===== src/hw/cpm_pkg.sv =====
// Shared types and constants for the control port pin function mux.
package cpm_pkg;

    // Number of port pins and fixed pin positions (zero based).
    localparam int NPINS       = 7;
    localparam int FAULT_PIN   = 0;
    localparam int RETURN_PIN  = 1;
    localparam int INHIBIT_PIN = 2;
    localparam int SYNC_LO     = 3;
    localparam int SYNC_HI     = 6;

    // Pin functions; the code is also the abbreviated readback code.
    typedef enum logic [2:0] {
        FN_GENERAL_IO,
        FN_INPUT_ONLY,
        FN_TRIGGER_OUT,
        FN_TRIGGER_IN,
        FN_FAULT_OUT,
        FN_INHIBIT_IN,
        FN_CHASSIS_ON_SYNC,
        FN_CHASSIS_OFF_SYNC
    } cpm_func_t;

    typedef enum logic {
        POL_POSITIVE,
        POL_NEGATIVE
    } cpm_pol_t;

    typedef struct packed {
        cpm_func_t func;
        cpm_pol_t  pol;
    } cpm_pin_cfg_t;

    // Whole persistent configuration image, one entry per pin.
    typedef cpm_pin_cfg_t [NPINS-1:0] cpm_cfg_img_t;

    // Reset values.
    localparam cpm_pin_cfg_t CFG_RESET    = '{FN_GENERAL_IO, POL_POSITIVE};
    localparam logic [6:0]   DATA_RESET   = 7'h00;
    localparam logic         BUS_EN_RESET = 1'b0;

    // Chassis coupling pins assert by pulling low, so linked pins wire-OR.
    localparam logic SYNC_TRUE_LEVEL = 1'b0;

    // Source select value that names no pin.
    localparam logic [2:0] SRC_NONE = 3'h7;

    // Trigger output pulse width.
    localparam int CLK_PERIOD_NS  = 20;
    localparam int TRIG_PULSE_NS  = 1000;
    localparam int TRIG_PULSE_CYC = (TRIG_PULSE_NS + CLK_PERIOD_NS - 1) / CLK_PERIOD_NS;

endpackage


===== src/hw/cpm_pin_cell.sv =====
// One port pin: driver, receiver and trigger edge logic.
`timescale 1ns/100ps
module cpm_pin_cell
    import cpm_pkg::*;
#(
    parameter logic FAULT_CAPABLE = 1'b0,          // Pin may drive fault.
    parameter int   PULSE_CYC     = TRIG_PULSE_CYC // Trigger width.
) (
    input  wire logic         clk,        // System clock.
    input  wire logic         rst,        // Sync reset, high.
    input  wire cpm_pin_cfg_t cfg,        // Effective config.
    input  wire logic         data_bit,   // Output data bit.
    input  wire logic         trig_fire,  // Trigger request pulse.
    input  wire logic         fault_true, // Any channel protected.
    input  wire logic         sync_on,    // Local on state.
    input  wire logic         sync_off,   // Local off state.
    input  wire logic         pin_in,     // Pin level.
    output logic              pin_out,    // Pin drive level.
    output logic              pin_oe_n,   // Low while driving.
    output logic              trig_edge,  // Active edge seen.
    output logic              true_lvl    // Logical true at pin.
);

    localparam int CW = $clog2(PULSE_CYC + 1);

    logic [CW-1:0] cnt;
    logic [CW-1:0] next_cnt;
    logic          prev;
    logic          next_out;
    logic          next_oe_n;
    logic          next_edge;
    logic          next_true;
    logic          neg;

    // Per-function drive and receive decisions.
    always_comb begin
        neg       = (cfg.pol == POL_NEGATIVE);
        next_cnt  = '0;
        next_out  = 1'b0;
        next_oe_n = 1'b1;
        next_edge = 1'b0;
        next_true = pin_in ^ neg;
        case (cfg.func)
            FN_GENERAL_IO: begin
                next_oe_n = 1'b0;
                next_out  = data_bit ^ neg;
            end
            // pulse only on a gated request.
            FN_TRIGGER_OUT: begin
                if (trig_fire) begin
                    next_cnt = CW'(PULSE_CYC);
                end else if (cnt != '0) begin
                    next_cnt = cnt - CW'(1);
                end
                next_oe_n = 1'b0;
                next_out  = (next_cnt != '0) ^ neg;
            end
            FN_TRIGGER_IN: begin
                next_edge = neg ? (prev & ~pin_in) : (~prev & pin_in);
            end
            FN_FAULT_OUT: begin
                if (FAULT_CAPABLE) begin
                    next_oe_n = 1'b0;
                    next_out  = fault_true ^ neg;
                end
            end
            FN_CHASSIS_ON_SYNC: begin
                next_out  = SYNC_TRUE_LEVEL;
                next_oe_n = ~sync_on;
                next_true = (pin_in == SYNC_TRUE_LEVEL);
            end
            FN_CHASSIS_OFF_SYNC: begin
                next_out  = SYNC_TRUE_LEVEL;
                next_oe_n = ~sync_off;
                next_true = (pin_in == SYNC_TRUE_LEVEL);
            end
            default: begin
                next_oe_n = 1'b1;
            end
        endcase
    end

    // Registered pin state; a released pin never glitches low at reset.
    always_ff @(posedge clk) begin
        if (rst) begin
            cnt       <= '0;
            prev      <= 1'b0;
            pin_out   <= 1'b0;
            pin_oe_n  <= 1'b1;
            trig_edge <= 1'b0;
            true_lvl  <= 1'b0;
        end else begin
            cnt       <= next_cnt;
            prev      <= pin_in;
            pin_out   <= next_out;
            pin_oe_n  <= next_oe_n;
            trig_edge <= next_edge;
            true_lvl  <= next_true;
        end
    end

endmodule


===== src/hw/cpm_port.sv =====
// Control port pin function mux: configuration, routing and pin drive.
// Contract
// - one stored function per pin, persistent
// - general pin drives data, reads back
// - input only pin ignores output data
// - trigger out only on enabled sequencer or bus request
// - trigger in feeds acquire and transient
// - only pin one shows channel faults
// - fault locks pin two, reads fault
// - leaving fault sets pin two input
// - only pin three inhibits all channels
// - one on-coupling pin among four to seven
// - one off-coupling pin among four to seven
// - second on-coupling assignment is rejected
// - positive polarity means high, rising
// - negative polarity means low, falling
// - one stored polarity per pin, persistent
// - enabled bus trigger fires trigger outputs
// - readback gives function and polarity codes
// - seven bit output data, reset zero
// - input data shows real pin levels
`timescale 1ns/100ps
module cpm_port
    import cpm_pkg::*;
#(
    parameter int NCH = 4 // Output channel count.
) (
    input  wire logic           clk,           // System clock.
    input  wire logic           rst,           // Sync reset, high.
    input  wire logic           func_wr,       // Function write pulse.
    input  wire logic [2:0]     wr_pin,        // Target pin index.
    input  wire cpm_func_t      wr_func,       // Function to write.
    input  wire logic           pol_wr,        // Polarity write pulse.
    input  wire cpm_pol_t       wr_pol,        // Polarity to write.
    output logic                wr_reject,     // Write refused.
    input  wire logic [2:0]     rd_pin,        // Readback pin index.
    output cpm_func_t           rd_func,       // Function code read.
    output cpm_pol_t            rd_pol,        // Polarity code read.
    input  wire logic           nv_load,       // Restore pulse.
    input  wire cpm_cfg_img_t   nv_cfg_in,     // Stored image.
    output cpm_cfg_img_t        nv_cfg,        // Image to store.
    output logic                nv_save,       // Image changed.
    input  wire logic           data_wr,       // Data write pulse.
    input  wire logic [6:0]     data_val,      // Output data value.
    output logic [6:0]          out_data,      // Last data written.
    output logic [6:0]          in_data,       // Pin levels.
    input  wire logic           bus_en_wr,     // Bus enable write.
    input  wire logic           bus_en_val,    // Bus enable value.
    output logic                bus_trg_en,    // Bus trigger enable.
    input  wire logic           bus_trg,       // Software trigger.
    input  wire logic           seq_tout_en,   // Sequencer emits.
    input  wire logic           seq_trig,      // Sequencer trigger.
    input  wire logic [2:0]     acq_src,       // Acquire source pin.
    input  wire logic [2:0]     tran_src,      // Transient source pin.
    output logic                acq_trig,      // Acquire trigger.
    output logic                tran_trig,     // Transient trigger.
    input  wire logic [NCH-1:0] chan_prot,     // Channels protected.
    output logic                inhibit_out,   // Disable all outputs.
    input  wire logic           local_on,      // Local outputs on.
    input  wire logic           local_off,     // Local outputs off.
    output logic                sync_on_seen,  // Linked on state.
    output logic                sync_off_seen, // Linked off state.
    input  wire logic [6:0]     pin_in,        // Pin levels.
    output logic [6:0]          pin_out,       // Pin drive levels.
    output logic [6:0]          pin_oe_n       // Low while driving.
);

    cpm_cfg_img_t cfg_q;
    cpm_cfg_img_t next_cfg;
    cpm_cfg_img_t eff;
    logic         next_reject;
    logic         next_save;
    logic [6:0]   next_data;
    logic         next_bus_en;
    cpm_func_t    next_rd_func;
    cpm_pol_t     next_rd_pol;
    logic         next_acq;
    logic         next_tran;
    logic         next_inhibit;
    logic         next_on_seen;
    logic         next_off_seen;
    logic         trig_fire;
    logic         fault_true;
    logic [6:0]   edge_seen;
    logic [6:0]   true_lvl;
    logic [6:0]   on_mask;

    // Legality of a function write against the present image.
    function automatic logic func_ok(input logic [2:0] p, input cpm_func_t f,
                                     input cpm_cfg_img_t img);
        logic ok;
        ok = (p < 3'(NPINS));
        if (p == 3'(RETURN_PIN) && img[FAULT_PIN].func == FN_FAULT_OUT) begin
            ok = 1'b0;
        end
        if (f == FN_FAULT_OUT && p != 3'(FAULT_PIN)) begin
            ok = 1'b0;
        end
        if (f == FN_INHIBIT_IN && p != 3'(INHIBIT_PIN)) begin
            ok = 1'b0;
        end
        if (f == FN_CHASSIS_ON_SYNC || f == FN_CHASSIS_OFF_SYNC) begin
            if (p < 3'(SYNC_LO) || p > 3'(SYNC_HI)) begin
                ok = 1'b0;
            end
            for (int j = 0; j < NPINS; j++) begin
                if (img[j].func == f && 3'(j) != p) begin
                    ok = 1'b0;
                end
            end
        end
        return ok;
    endfunction

    // Legality of a polarity write; pin two is locked under fault.
    function automatic logic pol_ok(input logic [2:0] p, input cpm_cfg_img_t img);
        logic ok;
        ok = (p < 3'(NPINS));
        if (p == 3'(RETURN_PIN) && img[FAULT_PIN].func == FN_FAULT_OUT) begin
            ok = 1'b0;
        end
        return ok;
    endfunction

    // A selected pin fires only when it is a trigger input with an edge.
    function automatic logic src_fire(input logic [2:0] s, input cpm_cfg_img_t img,
                                      input logic [6:0] edges);
        logic hit;
        hit = 1'b0;
        if (s != SRC_NONE) begin
            hit = (img[s].func == FN_TRIGGER_IN) && edges[s];
        end
        return hit;
    endfunction

    // pin two acts as fault return.
    always_comb begin
        eff = cfg_q;
        if (cfg_q[FAULT_PIN].func == FN_FAULT_OUT) begin
            eff[RETURN_PIN].func = FN_FAULT_OUT;
        end
    end

    // Configuration updates; a restore from storage overrides a write.
    always_comb begin
        next_cfg    = cfg_q;
        next_reject = 1'b0;
        next_save   = 1'b0;
        if (nv_load) begin
            next_cfg = nv_cfg_in;
        end else begin
            if (func_wr) begin
                if (func_ok(wr_pin, wr_func, cfg_q)) begin
                    if (wr_pin == 3'(FAULT_PIN) && cfg_q[FAULT_PIN].func == FN_FAULT_OUT
                        && wr_func != FN_FAULT_OUT) begin
                        next_cfg[RETURN_PIN].func = FN_INPUT_ONLY;
                    end
                    next_cfg[wr_pin].func = wr_func;
                    next_save = 1'b1;
                end else begin
                    next_reject = 1'b1;
                end
            end
            if (pol_wr) begin
                if (pol_ok(wr_pin, cfg_q)) begin
                    next_cfg[wr_pin].pol = wr_pol;
                    next_save = 1'b1;
                end else begin
                    next_reject = 1'b1;
                end
            end
        end
    end

    // Image register; storage sees every accepted change through nv_save.
    always_ff @(posedge clk) begin
        if (rst) begin
            cfg_q     <= {NPINS{CFG_RESET}};
            wr_reject <= 1'b0;
            nv_save   <= 1'b0;
        end else begin
            cfg_q     <= next_cfg;
            wr_reject <= next_reject;
            nv_save   <= next_save;
        end
    end

    assign nv_cfg = cfg_q;

    // Output data and bus trigger enable.
    always_comb begin
        next_data   = out_data;
        next_bus_en = bus_trg_en;
        if (data_wr) begin
            next_data = data_val;
        end
        if (bus_en_wr) begin
            next_bus_en = bus_en_val;
        end
    end

    always_ff @(posedge clk) begin
        if (rst) begin
            out_data   <= DATA_RESET;
            bus_trg_en <= BUS_EN_RESET;
        end else begin
            out_data   <= next_data;
            bus_trg_en <= next_bus_en;
        end
    end

    always_comb begin
        next_rd_func = FN_GENERAL_IO;
        next_rd_pol  = POL_POSITIVE;
        if (rd_pin < 3'(NPINS)) begin
            next_rd_func = eff[rd_pin].func;
            next_rd_pol  = eff[rd_pin].pol;
        end
    end

    always_ff @(posedge clk) begin
        if (rst) begin
            rd_func <= FN_GENERAL_IO;
            rd_pol  <= POL_POSITIVE;
        end else begin
            rd_func <= next_rd_func;
            rd_pol  <= next_rd_pol;
        end
    end

    assign trig_fire  = (seq_trig & seq_tout_en) | (bus_trg & bus_trg_en);
    assign fault_true = |chan_prot;

    // Pin cells; the effective image hides pin two while it is a return.
    for (genvar i = 0; i < NPINS; i++) begin : g_pin
        cpm_pin_cell #(
            .FAULT_CAPABLE (i == FAULT_PIN),
            .PULSE_CYC     (TRIG_PULSE_CYC)
        ) u_cell (
            .clk        (clk),
            .rst        (rst),
            .cfg        (eff[i]),
            .data_bit   (out_data[i]),
            .trig_fire  (trig_fire),
            .fault_true (fault_true),
            .sync_on    (local_on),
            .sync_off   (local_off),
            .pin_in     (pin_in[i]),
            .pin_out    (pin_out[i]),
            .pin_oe_n   (pin_oe_n[i]),
            .trig_edge  (edge_seen[i]),
            .true_lvl   (true_lvl[i])
        );
    end

    // Received levels and triggers; all but in_data come one cycle after the cell flops, in_data one cycle after pin_in.
    always_comb begin
        next_on_seen  = 1'b0;
        next_off_seen = 1'b0;
        for (int j = 0; j < NPINS; j++) begin
            on_mask[j] = (cfg_q[j].func == FN_CHASSIS_ON_SYNC);
            if (on_mask[j] && true_lvl[j]) begin
                next_on_seen = 1'b1;
            end
            if (cfg_q[j].func == FN_CHASSIS_OFF_SYNC && true_lvl[j]) begin
                next_off_seen = 1'b1;
            end
        end
        next_acq  = src_fire(acq_src, eff, edge_seen);
        next_tran = src_fire(tran_src, eff, edge_seen);
        next_inhibit = (cfg_q[INHIBIT_PIN].func == FN_INHIBIT_IN) && true_lvl[INHIBIT_PIN];
    end

    always_ff @(posedge clk) begin
        if (rst) begin
            in_data       <= 7'h00;
            acq_trig      <= 1'b0;
            tran_trig     <= 1'b0;
            inhibit_out   <= 1'b0;
            sync_on_seen  <= 1'b0;
            sync_off_seen <= 1'b0;
        end else begin
            in_data       <= pin_in;
            acq_trig      <= next_acq;
            tran_trig     <= next_tran;
            inhibit_out   <= next_inhibit;
            sync_on_seen  <= next_on_seen;
            sync_off_seen <= next_off_seen;
        end
    end

    for (genvar i = 0; i < NPINS; i++) begin : g_chk

    end
endmodule


===== config.mk =====
export PLATFORM = sky130hd
export DESIGN_NAME = cpm_port
export DESIGN_NICKNAME = d
export VERILOG_FILES = /design/src/hw/cpm_pkg.sv /design/src/hw/cpm_pin_cell.sv /design/src/hw/cpm_port.sv
export SDC_FILE = /design/constraint.sdc
export NUM_CORES = 1
export LEC_CHECK = 0
export ABC_AREA = 1
export BUFFER_PORTS_ARGS = -buffer_cell sky130_fd_sc_hd__buf_4
export CORE_MARGIN = 1.5
export CORE_UTILIZATION = 51
export CTS_CLUSTER_SIZE = 28
export DETAILED_ROUTE_END_ITERATION = 16
export GPL_TIMING_DRIVEN = 1
export PLACE_DENSITY = 0.78
export SYNTH_ARGS = -nofsm -noshare
export SYNTH_HDL_FRONTEND = slang
export SYNTH_SLANG_ARGS = --single-unit

===== constraint.sdc =====
create_clock -name clk -period 1.8 [get_ports clk]
set_clock_uncertainty 0.05 [all_clocks]
set_input_delay 0.36 -clock clk [delete_from_list [all_inputs] [get_ports clk]]
set_output_delay 0.36 -clock clk [all_outputs]
set_load 0.1 [all_outputs]

==> results.rst <==
.. list-table::
   :header-rows: 1

   * - Metric
     - Value
   * - Result of the run
     - finished clean
   * - DRC violations left
     - 0
   * - Slew at the pin with the worst max-slew slack
     - 0.507 ns
   * - Depth of the CTS H-tree
     - 4
   * - Hold Fails Final Rpt
     - 0
   * - Initial Util
     - 52.5%
   * - Synth top area share
     - approximately a third
   * - Slowest stage cell on the critical path
     - dfxtp_1
   * - Final period demand of the worst path
     - 1.76 ns
   * - Cell leakage power
     - 4.96 nW
   * - Most used cell along the critical path
     - nand2_1
   * - FP Rows
     - 43
   * - Mean routed wirelength per cell
     - 15.7 um
   * - Final Max Tran Viols
     - 0
   * - Clock network latency to the later pin of the worst-skew pair
     - between 0.4 and 0.5 ns
   * - Mean instance size in the synthesized netlist
     - roughly 6.3 sq um
   * - Number of global-route vias before repair
     - 7,493
   * - Wire length of the first global-routing pass
     - 37.0 mm
   * - Non-Filler Instances
     - 1,562
   * - Filler cell count in the final layout
     - ~1.2k
   * - Asr flop ratio synth
     - 0%
   * - Buffers added on ports
     - 142
   * - XOR/XNOR share of the synthesized area
     - 1.80%
   * - Final worst path period share
     - around 100%
   * - Type of element capturing the critical path
     - flop
   * - Number of distinct standard cells referenced by the synthesized netlist
     - 46
   * - Class of the worst hold path
     - input port to flop
   * - TritonCTS clock tree
     - yes
   * - DR vias
     - roughly 8.5k
   * - Total I/O pin count
     - 143
   * - Most repeated cell in the gate-level netlist after synthesis
     - nand2_1
   * - Core Area
     - around 0.014 sq mm
   * - Area growth from synthesis to final layout
     - 38.6%
   * - Max Fclk
     - 0.567 GHz
   * - Reg2Reg Setup Slack
     - 0.04 ns
   * - Sequential fraction of the synthesis area
     - 33.9%
   * - Cell chain of the critical path
     - inv_2, buf_4, ha_4, inv_1, nor2_2, nand2_1, a21oi_1, nor3_2, nand3_1, o21ai_2, nand2_1, nand2_1, nand2_1, nor2_1
   * - List of most frequent post-synthesis cells
     - 286 x nand2_1, 199 x nor2_1, 153 x inv_1, 124 x dfxtp_1, 63 x a21oi_1
   * - Setup repair after global routing missed its margin
     - true
   * - Clock root buffer
     - clkbuf_16
   * - Largest delay share family, worst path
     - simple AND/OR/NAND/NOR gates
   * - Cell count after synthesis
     - 1,159
   * - Crit path arrival time
     - 2.08 ns
   * - Post-Synth Simple-Gate Area
     - 36.0%
   * - Share of cells above drive strength 1
     - 28.7%
   * - Number of nets in the final layout
     - 1,456
   * - Top cells by area, synth
     - dfxtp_1 34%, nand2_1 15%, nor2_1 10%
   * - Horizontal extent of the die
     - 123 um
   * - Post-synthesis mux area share
     - 0%
   * - Power Dens Cells
     - slightly above 900 mW/mm^2
   * - Bufs and invs on worst path
     - 3
   * - Post-Route Hold Slack
     - 0.0934 ns
   * - DIE AREA
     - 0.0151 sq mm
   * - Summed area of non-filler cells in the final layout
     - slightly above 0.01 sq mm
   * - Tot Pwr
     - around 9 mW
   * - Delay of the slowest critical-path stage
     - 0.32 ns
   * - Pin count of the biggest net entering global routing
     - 37
   * - TritonCTS Sinks
     - roughly 120
   * - Post-synth EDFFs
     - 0
   * - Area post-placement
     - ~0.009 sq mm
   * - Post-detail-place hpwl
     - 18.2 mm
   * - Compound-gate portion of the synthesized area
     - 13.0%
   * - Yosys top cell by area
     - dfxtp_1
   * - Final weighted congestion in routability-driven placement
     - 0.997
   * - Vertical die dimension
     - roughly 120 um
   * - Post-Synthesis Cell Area
     - 0.00732 sq mm
   * - DR vias/cell
     - ~5.4
   * - Max transition margin
     - 65.9%
   * - Worst setup margin
     - roughly 0.036 ns
   * - Antenna-violating nets left
     - 0
   * - Top fanout value on the critical path
     - 3
   * - Number of optimization iterations in the first detailed-route pass
     - 6
   * - Aggregate global-route resource usage
     - 32.1%
   * - Startpoint-to-endpoint class of the critical path
     - flop to flop
   * - Clock transition at the registers of the reported paths
     - approximately 0.060 ns
   * - Post-Place Cells
     - ~1.5k
   * - Hold_buf cts
     - 0
   * - Synthesis Warnings
     - 0
   * - Number of antenna violations at the first check in global routing
     - 0
   * - Total wirelength of the detailed-routed design
     - 24.5 mm
   * - Number of setup violations in the final report
     - 0
   * - Global route overflow
     - 0
   * - Initial DRC Count
     - 787
   * - Setup WS pre-CTS
     - -0.277 ns
   * - Worst vdd ir
     - 754 uV
   * - CTS Buf Count
     - 17
   * - Antenna Diode Count
     - 0
   * - Max-cap violations
     - 0
   * - Total nets after synthesis
     - 1,246
   * - Main flop type after synthesis
     - dfxtp_1
   * - Combinational family with the most area after synthesis
     - simple AND/OR/NAND/NOR gates
   * - Maximum clock insertion buffer count
     - 2
   * - Element type at the critical path start
     - flop
   * - Count of state elements after synthesis
     - 124
   * - Critical path required time
     - roughly 2.1 ns
   * - Adder and majority cell fraction of the synthesized area
     - just over 2%
==> flip-flops by register name (all words and copies together), names as in the netlist <==
name and count:
g_pin.u_cell.cnt 42, nv_cfg 28, g_pin.u_cell.pin_oe_n 7, g_pin.u_cell.pin_out 7, g_pin.u_cell.trig_edge 7, g_pin.u_cell.true_lvl 7, in_data 7, out_data 7
rd_func 3, acq_trig 1, bus_trg_en 1, inhibit_out 1, nv_save 1, rd_pol 1, sync_off_seen 1, sync_on_seen 1
tran_trig 1, wr_reject 1
==> path summary, 6_finish.rpt <==
kind,start,end,cells past startpoint
hold reg to reg,g_pin[1].u_cell.cnt[0],g_pin[1].u_cell.cnt[0],1
setup / recovery,g_pin[0].u_cell.cnt[1],g_pin[0].u_cell.pin_out,14
setup reg to reg,g_pin[0].u_cell.cnt[1],g_pin[0].u_cell.pin_out,14
hold / removal,pin_in[0],g_pin[0].u_cell.true_lvl,2
==> area by class of cell <==
cell class	count	area, sq um	share of cell area (%)
clock inverters	8	73.8	0.728
well taps	180	225	2.22
repair buffers	251	1970	19.5
inverters	161	633	6.24
clock buffers	24	536	5.28
flip-flops and latches	124	2570	25.3
multi-input cells	814	4130	40.7
==> metrics by stage <==
step / util [%] / TNS [ns]
after floorplan: - / -3.37
after global placement: 64.5 / -6.47
after detailed placement: 64.5 / -6.47
after CTS: 69.0 / -0.00159
after global routing: 72.8 / -1.04
final: 72.8 / 0
==> power by group <==
group          switching (mW)  internal (mW)
clock                    1.26           2.21
sequential              0.137           2.90
combinational            1.91          0.849
==> repair_timing <==
item | 4_1_cts | 5_1_grt
setup buffers | 0 | 34
gates cloned | 0 | 0
pin swaps | 5 | 31
endpoints found under the setup margin | 14 | 29
resized for setup | 10 | 97
==> routing by layer <==
metal  up-vias  share of wire [%]  track usage, %  wire length (um)
li1       4135                  -               -                 -
met5         -                  0               0                 0
met3        62                7.3            4.93              1780
met1      3840                 42            41.0             10200
met4         0                3.4            14.8               842
met2       434                 48            53.0             11600
==> cell usage in the layout, fill, tap and decap left out, types with 4 or more instances in the layout <==
| cell | instances |
|---|---|
| a211oi_1 | 7 |
| a21oi_1 | 56 |
| a21oi_2 | 7 |
| a221oi_1 | 5 |
| a31oi_1 | 6 |
| buf_12 | 6 |
| buf_4 | 241 |
| buf_6 | 4 |
| clkbuf_16 | 20 |
| dfxtp_1 | 99 |
| dfxtp_4 | 23 |
| ha_1 | 5 |
| ha_4 | 4 |
| inv_1 | 134 |
| inv_2 | 15 |
| inv_4 | 8 |
| nand2_1 | 266 |
| nand2_2 | 19 |
| nand2_4 | 6 |
| nand3_1 | 50 |
| nand4_1 | 27 |
| nor2_1 | 191 |
| nor2_2 | 8 |
| nor3_1 | 38 |
| nor3_2 | 5 |
| nor4_1 | 5 |
| o211ai_1 | 9 |
| o21ai_0 | 38 |
| o21ai_1 | 7 |
| xnor2_1 | 4 |
| xor2_1 | 11 |
==> kinds of logic (layout without fill, tap and decap cells) <==
kind of cell,after synthesis,count (layout)
AND/OR/NAND/NOR,626,626
adder cells (fa/ha/maj),12,12
XOR/XNOR,15,15
flip-flops,124,124
AO/OA/AOI/OAI,161,161
buffers and inverters,221,444
(Power assumes the default switching activity.)
